### config.mk
export PLATFORM = sky130hd
export DESIGN_NAME = fdc_config
export DESIGN_NICKNAME = d
export VERILOG_FILES = /design/src/core/fdc_pkg.sv /design/src/core/fdc_config.sv
export VERILOG_INCLUDE_DIRS = /design/src /design/src/core
export SDC_FILE = /design/constraint.sdc
export NUM_CORES = 1
export LEC_CHECK = 0
export BUFFER_PORTS_ARGS = -buffer_cell sky130_fd_sc_hd__buf_2
export CAP_MARGIN = 20
export CORE_MARGIN = 1
export CORE_UTILIZATION = 54
export DETAILED_ROUTE_END_ITERATION = 6
export GPL_TIMING_DRIVEN = 0
export HOLD_SLACK_MARGIN = 0.03
export PLACE_DENSITY = 0.79
export SYNTH_ARGS = -nofsm -noshare
export SYNTH_HDL_FRONTEND = slang
export SYNTH_SLANG_ARGS = --single-unit
### constraint.sdc
create_clock -name mclk -period 6.99 [get_ports mclk]
set_clock_uncertainty 0.05 [all_clocks]
set_input_delay 0.3495 -clock mclk [delete_from_list [all_inputs] [get_ports mclk]]
set_output_delay 0.3495 -clock mclk [all_outputs]
set_load 0.05 [all_outputs]
### src/core/fdc_regs.svh
`ifndef FDC_REGS_SVH
`define FDC_REGS_SVH

// --------------------------------------------------------------
// Register addresses (8-bit register index)
// --------------------------------------------------------------
`define FDC_ADDR_RATIO_N   8'h2b
`define FDC_ADDR_FRAC_K    8'h2c
`define FDC_ADDR_REF_SETUP 8'h2d
`define FDC_ADDR_DAC_CTRL  8'h30
`define FDC_ADDR_VOL_L     8'h32
`define FDC_ADDR_VOL_R     8'h33

// --------------------------------------------------------------
// Field positions
// --------------------------------------------------------------
`define FDC_RATIO_MSB   15
`define FDC_RATIO_LSB   11
`define FDC_N_MSB       9
`define FDC_REFRANGE_BIT 7
`define FDC_FRAC_BIT    5
`define FDC_SRC_MSB     1
`define FDC_MONO_BIT    13
`define FDC_OSR_BIT     12
`define FDC_DEEMPHASIS_SELECT_MSB   5
`define FDC_DEEMPHASIS_SELECT_LSB   4
`define FDC_SDM_BIT     3
`define FDC_LINV_BIT    1
`define FDC_RINV_BIT    0
`define FDC_ENA_BIT     15
`define FDC_VU_BIT      8

// --------------------------------------------------------------
// Reset values and the mute code
// --------------------------------------------------------------
`define FDC_RST_RATIO   5'h0e
`define FDC_RST_N       10'h086
`define FDC_RST_K       16'hc226
`define FDC_RST_VOL     8'hc0
`define FDC_MUTE_CODE   8'h00

// Multipliers of the sample rate for the two rate modes
`define FDC_OSR_NORMAL  9'h100
`define FDC_OSR_USB     9'h110

`endif

### src/core/fdc_pkg.sv
`default_nettype none
package fdc_pkg;
  // Loop reference sources
  typedef enum logic [1:0] {
    FDC_REF_MCLK = 2'h0,
    FDC_REF_DAC_FRAME = 2'h1,
    FDC_REF_ADC_FRAME = 2'h2,
    FDC_REF_SLOW = 2'h3
  } fdc_ref_t;
  // De-emphasis settings
  typedef enum logic [1:0] {
    FDC_DEEMPHASIS_SELECT_NONE = 2'h0,
    FDC_DEEMPHASIS_SELECT_32K = 2'h1,
    FDC_DEEMPHASIS_SELECT_44K1 = 2'h2,
    FDC_DEEMPHASIS_SELECT_48K = 2'h3
  } fdc_deemphasis_select_t;
  // Volume update sequencer states
  typedef enum logic [1:0] {
    FDC_VS_IDLE = 2'b01,
    FDC_VS_APPLY = 2'b10
  } fdc_vstate_t;
endpackage : fdc_pkg
`default_nettype wire

### src/core/fdc_config.sv
// What this block does
// - Loop oscillator divided by five-bit ratio field, valid 1 to 31.
// - Ten-bit integer multiplier N, reset value 086h.
// - Sixteen-bit fraction K, reset C226h, used only in fractional mode.
// - Reference range bit: 0 high-frequency locking, 1 low-frequency.
// - Fractional enable bit: 0 integer mode, 1 fractional mode.
// - Two-bit reference select: master, DAC frame, ADC frame, slow.
// - Mono bit sums left and right and halves the result.
// - Rate bit: 0 gives 256 times fs, 1 gives 272 times fs.
// - Two-bit de-emphasis select: none, 32k, 44.1k, 48k.
// - Modulator fast clock bit runs modulator above 64 times fs.
// - Left invert bit inverts left channel data polarity.
// - Right invert bit inverts right channel data polarity.
// - New volumes stay inactive until an update strobe is written.
// - Volume code 1 is -71.625dB, 0.375dB per further step.
// - Code zero mutes; volume resets to C0h, which is 0 dB.
// - Right volume register at next address, same coding and strobe.
`timescale 1ns/1ps
`default_nettype none
`include "fdc_regs.svh"

module fdc_config
  import fdc_pkg::*;
#(
  parameter int SAMPLE_W = 16
) (
  input wire logic mclk,
  input wire logic reset,
  input wire logic wr_en,
  input wire logic rd_en,
  input wire logic [7:0] reg_addr,
  input wire logic [15:0] wr_data,
  output logic [15:0] rd_data,
  output logic rd_valid,
  input wire logic signed [SAMPLE_W-1:0] left_in,
  input wire logic signed [SAMPLE_W-1:0] right_in,
  output logic signed [SAMPLE_W-1:0] left_out,
  output logic signed [SAMPLE_W-1:0] right_out,
  output logic [4:0] vco_output_ratio,
  output logic [9:0] loop_integer_multiplier,
  output logic [15:0] loop_fraction_multiplier,
  output logic reference_range_select,
  output logic fractional_mode_enable,
  output logic [1:0] loop_reference_select,
  output logic [8:0] oversample_ratio,
  output logic [1:0] deemphasis_select,
  output logic modulator_fast_clock,
  output logic left_channel_enable,
  output logic right_channel_enable,
  output logic [7:0] left_volume_code,
  output logic [7:0] right_volume_code,
  output logic left_mute,
  output logic right_mute
);

  // ------------------------------------------------------------
  // Stored fields
  // ------------------------------------------------------------
  logic [4:0] ratio_r;
  logic [9:0] mult_n_r;
  logic [15:0] frac_k_r;
  logic ref_range_r, frac_en_r, mono_r, osr_sel_r, sdm_fast_r;
  logic [1:0] ref_sel_r, deemphasis_select_r;
  logic linv_r, rinv_r, lena_r, rena_r;
  logic [7:0] lvol_pend_r, rvol_pend_r, lvol_live_r, rvol_live_r;
  fdc_vstate_t vstate_r, vstate_nxt;
  // Write strobes per register
  logic wr_ratio, wr_frac, wr_ref, wr_dac, wr_vl, wr_vr, vu_hit;
  assign wr_ratio = wr_en && (reg_addr == `FDC_ADDR_RATIO_N);
  assign wr_frac = wr_en && (reg_addr == `FDC_ADDR_FRAC_K);
  assign wr_ref = wr_en && (reg_addr == `FDC_ADDR_REF_SETUP);
  assign wr_dac = wr_en && (reg_addr == `FDC_ADDR_DAC_CTRL);
  assign wr_vl = wr_en && (reg_addr == `FDC_ADDR_VOL_L);
  assign wr_vr = wr_en && (reg_addr == `FDC_ADDR_VOL_R);
  assign vu_hit = (wr_vl || wr_vr) && wr_data[`FDC_VU_BIT];

  // ------------------------------------------------------------
  // Loop configuration registers
  // ------------------------------------------------------------
  // ratio and N
  always_ff @(posedge mclk or posedge reset) begin
    if (reset) begin
      ratio_r <= `FDC_RST_RATIO;
      mult_n_r <= `FDC_RST_N;
    end else if (wr_ratio) begin
      ratio_r <= wr_data[`FDC_RATIO_MSB:`FDC_RATIO_LSB];
      mult_n_r <= wr_data[`FDC_N_MSB:0];
    end
  end
  always_ff @(posedge mclk or posedge reset) begin
    if (reset) begin
      frac_k_r <= `FDC_RST_K;
    end else if (wr_frac) begin
      frac_k_r <= wr_data;
    end
  end
  always_ff @(posedge mclk or posedge reset) begin
    if (reset) begin
      ref_range_r <= 1'b0;
      frac_en_r <= 1'b0;
      ref_sel_r <= FDC_REF_MCLK;
    end else if (wr_ref) begin
      ref_range_r <= wr_data[`FDC_REFRANGE_BIT];
      frac_en_r <= wr_data[`FDC_FRAC_BIT];
      ref_sel_r <= wr_data[`FDC_SRC_MSB:0];
    end
  end

  // ------------------------------------------------------------
  // DAC path control
  // ------------------------------------------------------------
  // control fields
  always_ff @(posedge mclk or posedge reset) begin
    if (reset) begin
      mono_r <= 1'b0;
      osr_sel_r <= 1'b0;
      deemphasis_select_r <= FDC_DEEMPHASIS_SELECT_NONE;
      sdm_fast_r <= 1'b0;
      linv_r <= 1'b0;
      rinv_r <= 1'b0;
    end else if (wr_dac) begin
      mono_r <= wr_data[`FDC_MONO_BIT];
      osr_sel_r <= wr_data[`FDC_OSR_BIT];
      deemphasis_select_r <= wr_data[`FDC_DEEMPHASIS_SELECT_MSB:`FDC_DEEMPHASIS_SELECT_LSB];
      sdm_fast_r <= wr_data[`FDC_SDM_BIT];
      linv_r <= wr_data[`FDC_LINV_BIT];
      rinv_r <= wr_data[`FDC_RINV_BIT];
    end
  end

  // ------------------------------------------------------------
  // Volume registers, pending and live copies
  // ------------------------------------------------------------
  // pending codes and enables per channel
  always_ff @(posedge mclk or posedge reset) begin
    if (reset) begin
      lvol_pend_r <= `FDC_RST_VOL;
      rvol_pend_r <= `FDC_RST_VOL;
      lena_r <= 1'b0;
      rena_r <= 1'b0;
    end else begin
      if (wr_vl) begin
        lvol_pend_r <= wr_data[7:0];
        lena_r <= wr_data[`FDC_ENA_BIT];
      end
      if (wr_vr) begin
        rvol_pend_r <= wr_data[7:0];
        rena_r <= wr_data[`FDC_ENA_BIT];
      end
    end
  end

  // Apply one cycle late, so a strobe write also carries its own code
  always_comb begin
    case (vstate_r)
      FDC_VS_IDLE: vstate_nxt = vu_hit ? FDC_VS_APPLY : FDC_VS_IDLE;
      FDC_VS_APPLY: vstate_nxt = vu_hit ? FDC_VS_APPLY : FDC_VS_IDLE;
      default: vstate_nxt = FDC_VS_IDLE;
    endcase
  end
  always_ff @(posedge mclk or posedge reset) begin
    if (reset) begin
      vstate_r <= FDC_VS_IDLE;
    end else begin
      vstate_r <= vstate_nxt;
    end
  end
  always_ff @(posedge mclk or posedge reset) begin
    if (reset) begin
      lvol_live_r <= `FDC_RST_VOL;
      rvol_live_r <= `FDC_RST_VOL;
    end else if (vstate_r == FDC_VS_APPLY) begin
      lvol_live_r <= lvol_pend_r;
      rvol_live_r <= rvol_pend_r;
    end
  end

  // ------------------------------------------------------------
  // Register read-back
  // ------------------------------------------------------------
  function automatic logic [15:0] read_word(input logic [7:0] a);
    logic [15:0] w;
    w = 16'h0000;
    case (a)
      `FDC_ADDR_RATIO_N: begin
        w[`FDC_RATIO_MSB:`FDC_RATIO_LSB] = ratio_r;
        w[`FDC_N_MSB:0] = mult_n_r;
      end
      `FDC_ADDR_FRAC_K: w = frac_k_r;
      `FDC_ADDR_REF_SETUP: begin
        w[`FDC_REFRANGE_BIT] = ref_range_r;
        w[`FDC_FRAC_BIT] = frac_en_r;
        w[`FDC_SRC_MSB:0] = ref_sel_r;
      end
      `FDC_ADDR_DAC_CTRL: begin
        w[`FDC_MONO_BIT] = mono_r;
        w[`FDC_OSR_BIT] = osr_sel_r;
        w[`FDC_DEEMPHASIS_SELECT_MSB:`FDC_DEEMPHASIS_SELECT_LSB] = deemphasis_select_r;
        w[`FDC_SDM_BIT] = sdm_fast_r;
        w[`FDC_LINV_BIT] = linv_r;
        w[`FDC_RINV_BIT] = rinv_r;
      end
      `FDC_ADDR_VOL_L: begin
        w[`FDC_ENA_BIT] = lena_r;
        w[7:0] = lvol_pend_r;
      end
      `FDC_ADDR_VOL_R: begin
        w[`FDC_ENA_BIT] = rena_r;
        w[7:0] = rvol_pend_r;
      end
      default: w = 16'h0000;
    endcase
    return w;
  endfunction : read_word

  // Registered read; strobe bit always reads back zero
  always_ff @(posedge mclk or posedge reset) begin
    if (reset) begin
      rd_data <= 16'h0000;
      rd_valid <= 1'b0;
    end else begin
      rd_valid <= rd_en;
      if (rd_en) begin
        rd_data <= read_word(reg_addr);
      end
    end
  end

  // ------------------------------------------------------------
  // Configuration outputs
  // ------------------------------------------------------------
  // Registered copies keep every output on a flop
  always_ff @(posedge mclk or posedge reset) begin
    if (reset) begin
      vco_output_ratio <= `FDC_RST_RATIO;
      loop_integer_multiplier <= `FDC_RST_N;
      loop_fraction_multiplier <= 16'h0000;
      reference_range_select <= 1'b0;
      fractional_mode_enable <= 1'b0;
      loop_reference_select <= FDC_REF_MCLK;
      oversample_ratio <= `FDC_OSR_NORMAL;
      deemphasis_select <= FDC_DEEMPHASIS_SELECT_NONE;
      modulator_fast_clock <= 1'b0;
      left_channel_enable <= 1'b0;
      right_channel_enable <= 1'b0;
      left_volume_code <= `FDC_RST_VOL;
      right_volume_code <= `FDC_RST_VOL;
      left_mute <= 1'b0;
      right_mute <= 1'b0;
    end else begin
      vco_output_ratio <= ratio_r;
      loop_integer_multiplier <= mult_n_r;
      loop_fraction_multiplier <= frac_en_r ? frac_k_r : 16'h0000;
      reference_range_select <= ref_range_r;
      fractional_mode_enable <= frac_en_r;
      loop_reference_select <= ref_sel_r;
      oversample_ratio <= osr_sel_r ? `FDC_OSR_USB : `FDC_OSR_NORMAL;
      deemphasis_select <= deemphasis_select_r;
      modulator_fast_clock <= sdm_fast_r;
      left_channel_enable <= lena_r;
      right_channel_enable <= rena_r;
      // live code passed to gain stage
      left_volume_code <= lvol_live_r;
      right_volume_code <= rvol_live_r;
      left_mute <= (lvol_live_r == `FDC_MUTE_CODE);
      right_mute <= (rvol_live_r == `FDC_MUTE_CODE);
    end
  end

  // ------------------------------------------------------------
  // Sample datapath: mono mix and polarity
  // ------------------------------------------------------------
  logic signed [SAMPLE_W:0] mix_sum;
  logic signed [SAMPLE_W-1:0] pre_l, pre_r;
  // halve the sum; the extra bit avoids overflow
  assign mix_sum = (SAMPLE_W+1)'(left_in) + (SAMPLE_W+1)'(right_in);
  always_comb begin
    if (mono_r) begin
      pre_l = mix_sum[SAMPLE_W:1];
      pre_r = mix_sum[SAMPLE_W:1];
    end else begin
      pre_l = left_in;
      pre_r = right_in;
    end
  end

  // bitwise inversion; avoids the negate overflow at min
  always_ff @(posedge mclk or posedge reset) begin
    if (reset) begin
      left_out <= '0;
      right_out <= '0;
    end else begin
      left_out <= linv_r ? ~pre_l : pre_l;
      right_out <= rinv_r ? ~pre_r : pre_r;
    end
  end

  // ------------------------------------------------------------
  // Checks
  // ------------------------------------------------------------
  property p_hold_vol;
    @(posedge mclk) disable iff (reset)
    (wr_vl && !vu_hit && vstate_r == FDC_VS_IDLE && !$past(vu_hit))
      |=> $stable(lvol_live_r);
  endproperty
  a_hold_vol: assert property (p_hold_vol) else $error("vol moved");
  property p_apply_vol;
    @(posedge mclk) disable iff (reset)
    vu_hit |-> ##3 (left_volume_code == $past(lvol_pend_r, 2));
  endproperty
  a_apply_vol: assert property (p_apply_vol) else $error("no apply");
  property p_mute;
    @(posedge mclk) disable iff (reset)
    (lvol_live_r == `FDC_MUTE_CODE) |=> left_mute;
  endproperty
  a_mute: assert property (p_mute) else $error("zero not muted");
  property p_kmask;
    @(posedge mclk) disable iff (reset)
    !frac_en_r |=> (loop_fraction_multiplier == 16'h0000);
  endproperty
  a_kmask: assert property (p_kmask) else $error("K not masked");
  property p_osr;
    @(posedge mclk) disable iff (reset)
    osr_sel_r |=> (oversample_ratio == `FDC_OSR_USB);
  endproperty
  a_osr: assert property (p_osr) else $error("USB ratio wrong");
  property p_ratio;
    @(posedge mclk) disable iff (reset)
    wr_ratio ##1 !wr_ratio |=>
      (vco_output_ratio == $past(wr_data[15:11], 2));
  endproperty
  a_ratio: assert property (p_ratio) else $error("ratio not applied");
  property p_linv;
    @(posedge mclk) disable iff (reset)
    (linv_r && !mono_r) |=> (left_out == ~$past(left_in));
  endproperty
  a_linv: assert property (p_linv) else $error("left polarity");
  property p_rinv;
    @(posedge mclk) disable iff (reset)
    (!rinv_r && !mono_r) |=> (right_out == $past(right_in));
  endproperty
  a_rinv: assert property (p_rinv) else $error("right polarity");
  property p_unmapped;
    @(posedge mclk) disable iff (reset)
    (rd_en && reg_addr == 8'h2e) |=> (rd_data == 16'h0000);
  endproperty
  a_unmapped: assert property (p_unmapped) else $error("not zero");

endmodule : fdc_config
`default_nettype wire

==> qor.csv, run 1 <==
stage;metric;value;unit
timing;Pins Over Slew Limit;0;
layout;leading cell types in the layout, fill and taps excluded;buf_2 (172), dfrtp_1 (155), mux2_2 (80);
hold_path;Hold Path Origin;wr_data[10];
clock_tree;Root Buffer;clkbuf_16;
global_routing;largest net degree at the start of global routing;101;
timing;fin crit share;32.3;%
setup_path;WP data arrival;2490;ps
floorplanning;starting density of the core;55.3;%
hold_path;Min-Delay Endpoint;frac_k_r[10];
synthesis;Mapped Area;8040;µm²
routing;WL final;20.1;mm
clock_tree;deepest clock path buffer count;2;
synthesis;Avg Cell Area, Syn;12.6;µm²
place;worst slack at placement;4430;ps
routing;Routed Antenna Nets;0;
synthesis;Synth Register Bits;186;
clock_tree;Num Clock Sinks;186;
timing;maximum clock rate;443;MHz
timing;worst slew pin tran;903;ps
layout;design area;9790;µm²
timing;setup slack after layout;4730;ps
synthesis;top_reg_cell synth;dfrtp_1;
timing;Slew HR;39.8;%
global_routing;initial antenna violation count;0;
floorplanning;Die ar.;15400;µm²
synthesis;Post-Syn Instances;636;
layout;layout cell share with drive strength beyond 1;40.2;%
place;placed instance area;9160;µm²
synthesis;Synth cell types;62;
floorplanning;Top-Level Pins;176;
power_and_ir_drop;Cell Int Power;1.77;mW
setup_path;Reg2Reg Launch Point;mono_r;
routing;DRC viols;0;
timing;RSZ-0062 raised after global routing;false;
power_and_ir_drop;Pwr per Cell Area;258;nW/µm²
setup_path;crit-path max cell delay;450;ps
place;Routability Congestion;0.878;
timing;Setup Viol. Count Final;0;
global_routing;global-route wire length before repair;30.4;mm
floorplanning;row cnt;44;
hold_path;Hold Path Cell Cnt;2;
setup_path;CP Class;register to register;
power_and_ir_drop;Gate power share;15.0;%
place;HPWL after DPL;14.1;mm
timing;Fin Setup TNS;0;ps
floorplanning;Core Region;14500;µm²
timing;worst hold slack;105;ps
global_routing;Total GRT Usage;26.9;%
setup_path;critical path cell sequence;clkbuf_1 -> clkbuf_1 -> clkbuf_1 -> a31oi_1 -> xnor2_1;
synthesis;post-synthesis sequential area ratio;58.4;%
routing;Initial DRC Count;549;
routing;Vias;5902;
power_and_ir_drop;Max rail drop VDD;0.182;mV
layout;# fillers;1083;
setup_path;CP dominant cell by count;clkbuf_1;
power_and_ir_drop;Switching Fraction;30.1;%
floorplanning;Die Width;124;µm
clock_tree;worst skew pair latency;430;ps
run;max-cap check violation count;0;
setup_path;R2R depth;5;
place;port bufs;166;
layout;commonest non-fill, non-tap cell in the layout;buf_2;
synthesis;Synth async-reset ratio;100;%
layout;Final #Nets;907;
setup_path;CP Max Fanout;10;
clock_tree;CTS tree;yes;
setup_path;crit end category;register;
setup_path;Worst R2R Setup Slack;4730;ps
setup_path;WP data required;7220;ps
synthesis;EDFF count, synth;0;
power_and_ir_drop;Clk pwr share;39.1;%
clock_tree;clock slew at reported path FFs;70;ps
hold_path;Hold/Removal Path Class;input port to register;
power_and_ir_drop;Flop pwr share;45.8;%
routing;routed len/inst;19.6;µm
global_routing;total gr overflow;0;
timing;Period minus WS final;2260;ps
status;outcome;finished clean;
global_routing;vias in the first global route;5944;
setup_path;CP max-delay cell;clkbuf_1;
layout;Synth-to-Final Area Change;21.8;%
synthesis;Synth Warn #;0;
timing;Hold Fails Final Rpt;0;
clock_tree;CTS buffer count;17;
clock_tree;H-tree depth;4;
power_and_ir_drop;Leak;4.81;nW
power_and_ir_drop;P_sw;760;µW
layout;Core Util, Final;67.4;%
routing;routed vias/inst;5.74;
routing;Pre-Repair DR Iteration Count;7;
setup_path;Crit Reg-Reg Endpoint;right_out[13];
floorplanning;Die H;124;µm
setup_path;startpoint types;register;
clock_tree;Post CTS Setup Buffer Count;0;
## flip-flops by register name, summed over array words and instances (netlist names), 2 cells and up
name / cells
deemphasis_select: 2
deemphasis_select_r: 2
frac_k_r: 16
left_out: 16
left_volume_code: 8
loop_fraction_multiplier: 16
loop_integer_multiplier: 10
loop_reference_select: 2
lvol_live_r: 8
lvol_pend_r: 8
mult_n_r: 10
ratio_r: 5
rd_data: 16
ref_sel_r: 2
right_out: 16
right_volume_code: 8
rvol_live_r: 8
rvol_pend_r: 8
vco_output_ratio: 5
vstate_r: 2
## routing by layer
| metal | wire, µm | global-route usage [%] | vias up | share of wire (%) |
|---|---|---|---|---|
| met2 | 9880 | 44.3 | 224 | 49 |
| met3 | 1180 | 5.08 | 43 | 5.9 |
| met1 | 8540 | 34.9 | 2990 | 42 |
| met5 | 0 | 0 | - | 0 |
| met4 | 510 | 11.4 | 0 | 2.5 |
| li1 | - | - | 2645 | - |
## per-stage QoR
step / cells / total power, mW
floorplan: 642 / 1.44
global placement: 992 / 1.54
detailed placement: 993 / 1.55
CTS: 1027 / 2.54
global route: 1027 / 2.61
finish: 1028 / 2.53
## worst max-delay path, delay by kind of cell, from the launching register on
family / cells / cell delay [ps]
xor+xnor: 1 / 160
compound gates: 1 / 180
buf+inv: 3 / 1300
flops: 1 / 410
## synthesized netlist by cell type, drive strengths merged, types with 6 or more instances
master,n,area [µm²]
o21ai,18,90.1
mux2i,12,120
mux2,80,901
nand3,12,70.1
or4,6,48.8
buf,23,131
and2,20,125
a21o,6,45.0
a22oi,7,52.6
a21oi,30,158
xnor2,30,263
nand2,29,114
nor2b,10,62.6
clkbuf,15,57.6
a211oi,8,60.1
dfrtp,155,3880
a31oi,9,56.3
dfstp,31,815
inv,9,33.8
o31ai,6,45.0
nor2,35,139
a222oi,7,70.1
ha,16,200
and3,8,50.1
## cell type report
class / instances / area, µm² / share of cell area [%]
Buffer: 38 / 189 / 1.93
Antenna cell: 1 / 2.50 / 0.0256
Clock inverter: 14 / 173 / 1.76
Multi-Input combinational cell: 408 / 3140 / 32.1
Clock buffer: 18 / 439 / 4.49
Inverter: 10 / 45.0 / 0.460
Timing Repair Buffer: 169 / 878 / 8.97
Sequential cell: 186 / 4690 / 47.9
Tap cell: 184 / 230 / 2.35
## power by group through the flow
stage / Clock, mW / Combinational, mW / Sequential (mW)
2_1_floorplan: 0 / 0.163 / 1.28
3_3_place_gp: 0 / 0.367 / 1.17
3_5_place_dp: 0 / 0.378 / 1.18
4_1_cts: 0.997 / 0.381 / 1.16
5_1_grt: 1.04 / 0.406 / 1.16
6_report: 0.989 / 0.380 / 1.16
## kinds of logic (layout without fill, tap and decap cells)
| group | after synthesis | count (layout) | share of synthesized area (%) |
|---|---|---|---|
| other cells | 2 | 9 | 0.0934 |
| compound gates | 112 | 112 | 9.82 |
| mux | 92 | 92 | 12.7 |
| flops | 186 | 186 | 58.4 |
| xor+xnor | 35 | 35 | 3.81 |
| buf+inv | 48 | 249 | 2.82 |
| simple gates | 144 | 144 | 9.61 |
| fa+ha+maj | 17 | 17 | 2.74 |
## how the worst max path moves through the flow
stage               startpoint                   end  depth (start not counted)
global route            mono_r         right_out[14]                          5
global placement         reset   left_volume_code[2]                          2
floorplan                reset  deemphasis_select[0]                          1
detailed placement  left_in[2]           left_out[6]                          8
CTS                     mono_r         right_out[13]                          5
finish                  mono_r         right_out[13]                          5
## timing repair
item,in CTS,in global routing
endpoints found under the setup margin,0,0
hold buffers,2,0
endpoints found under the hold margin,53,0
resized for setup,0,0
Note: power is estimated with default switching activity, not from simulation.
==> run 2: changes to the inputs <==
Clock period 6.99 ns to 2.31 ns, I/O delays scaled along.
==> run 2 against run 1 <==
Effect of this change:
- register-to-register slack got worse by 4600 ps
- utilization rose by 3.7 points
- setup slack worse by 4700 ps
- sequential power grew to 3.0 times the previous value
- count of clock-buffer cells in the layout increased by 6
- sequential share of layout area shrank 2.5 points
- die area did not move
- largest power group unchanged
- highest routed layer unchanged
==> qor.csv, run 2 (synthesis gave the netlist of run 1 again) <==
stage;metric;value;unit;change
run;max-cap check violation count;0;;unchanged
setup_path;WP data arrival;2500;ps;was 2490 ps
floorplanning;row cnt;44;;unchanged
layout;Synth-to-Final Area Change;28.6;%;was 21.8%
routing;Vias;6118;;was 5902
timing;worst slew pin tran;902;ps;was 903 ps
setup_path;crit end category;register;;unchanged
routing;routed vias/inst;5.70;;was 5.74
place;Routability Congestion;0.881;;was 0.878
routing;DRC viols;0;;unchanged
place;HPWL after DPL;14.4;mm;was 14.1 mm
clock_tree;deepest clock path buffer count;2;;unchanged
setup_path;Crit Reg-Reg Endpoint;lvol_live_r[0];;was right_out[13]
floorplanning;Core Region;14500;µm²;unchanged
clock_tree;worst skew pair latency;420;ps;was 430 ps
timing;Setup Viol. Count Final;0;;unchanged
global_routing;vias in the first global route;6134;;was 5944
timing;Period minus WS final;2270;ps;
timing;fin crit share;98.3;%;
clock_tree;Num Clock Sinks;186;;unchanged
timing;RSZ-0062 raised after global routing;true;;was false
global_routing;Total GRT Usage;27.8;%;was 26.9%
timing;Pins Over Slew Limit;0;;unchanged
hold_path;Min-Delay Endpoint;left_out[9];;was frac_k_r[10]
timing;Hold Fails Final Rpt;0;;unchanged
clock_tree;Root Buffer;clkbuf_16;;unchanged
global_routing;initial antenna violation count;0;;unchanged
clock_tree;H-tree depth;4;;unchanged
clock_tree;CTS tree;yes;;unchanged
place;port bufs;166;;unchanged
hold_path;Hold Path Cell Cnt;4;;was 2
layout;layout cell share with drive strength beyond 1;41.0;%;was 40.2%
status;outcome;finished clean;;unchanged
floorplanning;Die Width;124;µm;unchanged
clock_tree;clock slew at reported path FFs;60;ps;was 70 ps
floorplanning;Die ar.;15400;µm²;unchanged
power_and_ir_drop;Leak;4.99;nW;was 4.81 nW
floorplanning;Top-Level Pins;176;;unchanged
timing;maximum clock rate;440;MHz;
routing;Initial DRC Count;395;;was 549
timing;Slew HR;39.9;%;was 39.8%
floorplanning;Die H;124;µm;unchanged
global_routing;global-route wire length before repair;31.5;mm;was 30.4 mm
layout;leading cell types in the layout, fill and taps excluded;buf_2 (172), dfrtp_1 (155), mux2_2 (80);;unchanged
routing;routed len/inst;19.5;µm;was 19.6 µm
setup_path;WP data required;2530;ps;was 7220 ps
power_and_ir_drop;Pwr per Cell Area;732;nW/µm²;was 258 nW/µm²
routing;Routed Antenna Nets;0;;unchanged
layout;commonest non-fill, non-tap cell in the layout;buf_2;;unchanged
power_and_ir_drop;Power Total;7.56;mW;was 2.53 mW
setup_path;startpoint types;input port;;was register
global_routing;largest net degree at the start of global routing;46;;was 101
clock_tree;CTS buffer count;17;;unchanged
timing;Fin Setup TNS;0;ps;unchanged
floorplanning;starting density of the core;55.3;%;unchanged
setup_path;CP Class;input port to register;;was register to register
hold_path;Hold Path Origin;left_in[9];;was wr_data[10]
setup_path;R2R depth;5;;unchanged
layout;Final #Nets;952;;was 907
setup_path;CP Max Fanout;9;;was 10
routing;WL final;20.9;mm;was 20.1 mm
global_routing;total gr overflow;0;;unchanged
setup_path;Worst R2R Setup Slack;180;ps;was 4730 ps
setup_path;Reg2Reg Launch Point;vstate_r[0];;was mono_r
power_and_ir_drop;Max rail drop VDD;0.529;mV;was 0.182 mV
hold_path;Hold/Removal Path Class;input port to register;;unchanged
routing;Pre-Repair DR Iteration Count;5;;was 7
-- run 2: cell count changes in the layout (fill, tap and decap cells not counted), sizes merged --
cell	before	now
buf	190	197
clkbuf	33	39
clkinv	4	2
clkinvlp	1	4
dlygate4sd3	2	40
inv	18	11
-- run 2: critical path, cell delays in order --
cell,delay [ps]
dlygate4sd3_1,550
buf_2,140
ha_1,300
buf_6,140
a21oi_1,120
o21a_1,200
o21ai_1,130
or4_4,510
a31oi_2,210
xnor2_1,80
-- run 2: how the worst max path moves through the flow --
| stage | start | end | slack (ps) | cells past startpoint |
|---|---|---|---|---|
| after floorplan | reset | deemphasis_select[0] | -220 | 1 |
| after global placement | reset | left_volume_code[2] | -1090 | 2 |
| after global routing | right_in[6] | right_out[8] | -50 | 9 |
| after detailed placement | reg_addr[7] | rinv_r | -20 | 7 |
| final | left_in[8] | right_out[14] | 40 | 10 |
| after CTS | left_in[8] | right_out[14] | 20 | 10 |
-- run 2: timing repair --
| item | CTS | global route |
|---|---|---|
| resized for setup | 0 | 30 |
| setup buffers | 0 | 4 |
| hold buffers | 40 | 0 |
| endpoints found under the setup margin | 0 | 19 |
| endpoints found under the hold margin | 109 | 0 |
-- run 2: cell type report --
| cell class | count | area [µm²] |
|---|---|---|
| diodes | 1 | 2.50 |
| plain buffers | 38 | 191 |
| clock buffers | 24 | 472 |
| clock inverters | 8 | 90.1 |
| fillers | 1007 | 4200 |
| inverters | 10 | 41.3 |
| multi-input cells | 408 | 3270 |
| flip-flops and latches | 186 | 4690 |
| well taps | 184 | 230 |
| repair buffers | 214 | 1340 |
-- run 2: where the power goes --
| part | switching [mW] | leakage (nW) | internal (mW) | total [mW] |
|---|---|---|---|---|
| clock network | 1.23 | 0.264 | 1.56 | 2.79 |
| registers | 0.0832 | 2.37 | 3.42 | 3.50 |
| logic | 0.852 | 2.36 | 0.417 | 1.27 |
-- run 2: per-layer routing --
metal  global-route usage, %  up-vias  share of wire, %
li1                        -     2731                 -
met1                    36.2     3068                42
met2                    45.8      277                49
met3                    5.13       42               5.9
met4                    11.7        0               2.6
met5                       0        -                 0
-- run 2: stage by stage --
step	setup slack (ps)	hold slack, ps	std cells	utilization [%]	area [µm²]
after floorplan	-223	96.9	642	-	8060
after global placement	-1090	238	992	62.8	9120
after detailed placement	-16.4	186	996	63.3	9200
after CTS	19.5	54.0	1068	69.9	10200
after global routing	-48.2	73.9	1072	71.1	10300
final	38.3	67.2	1073	71.1	10300
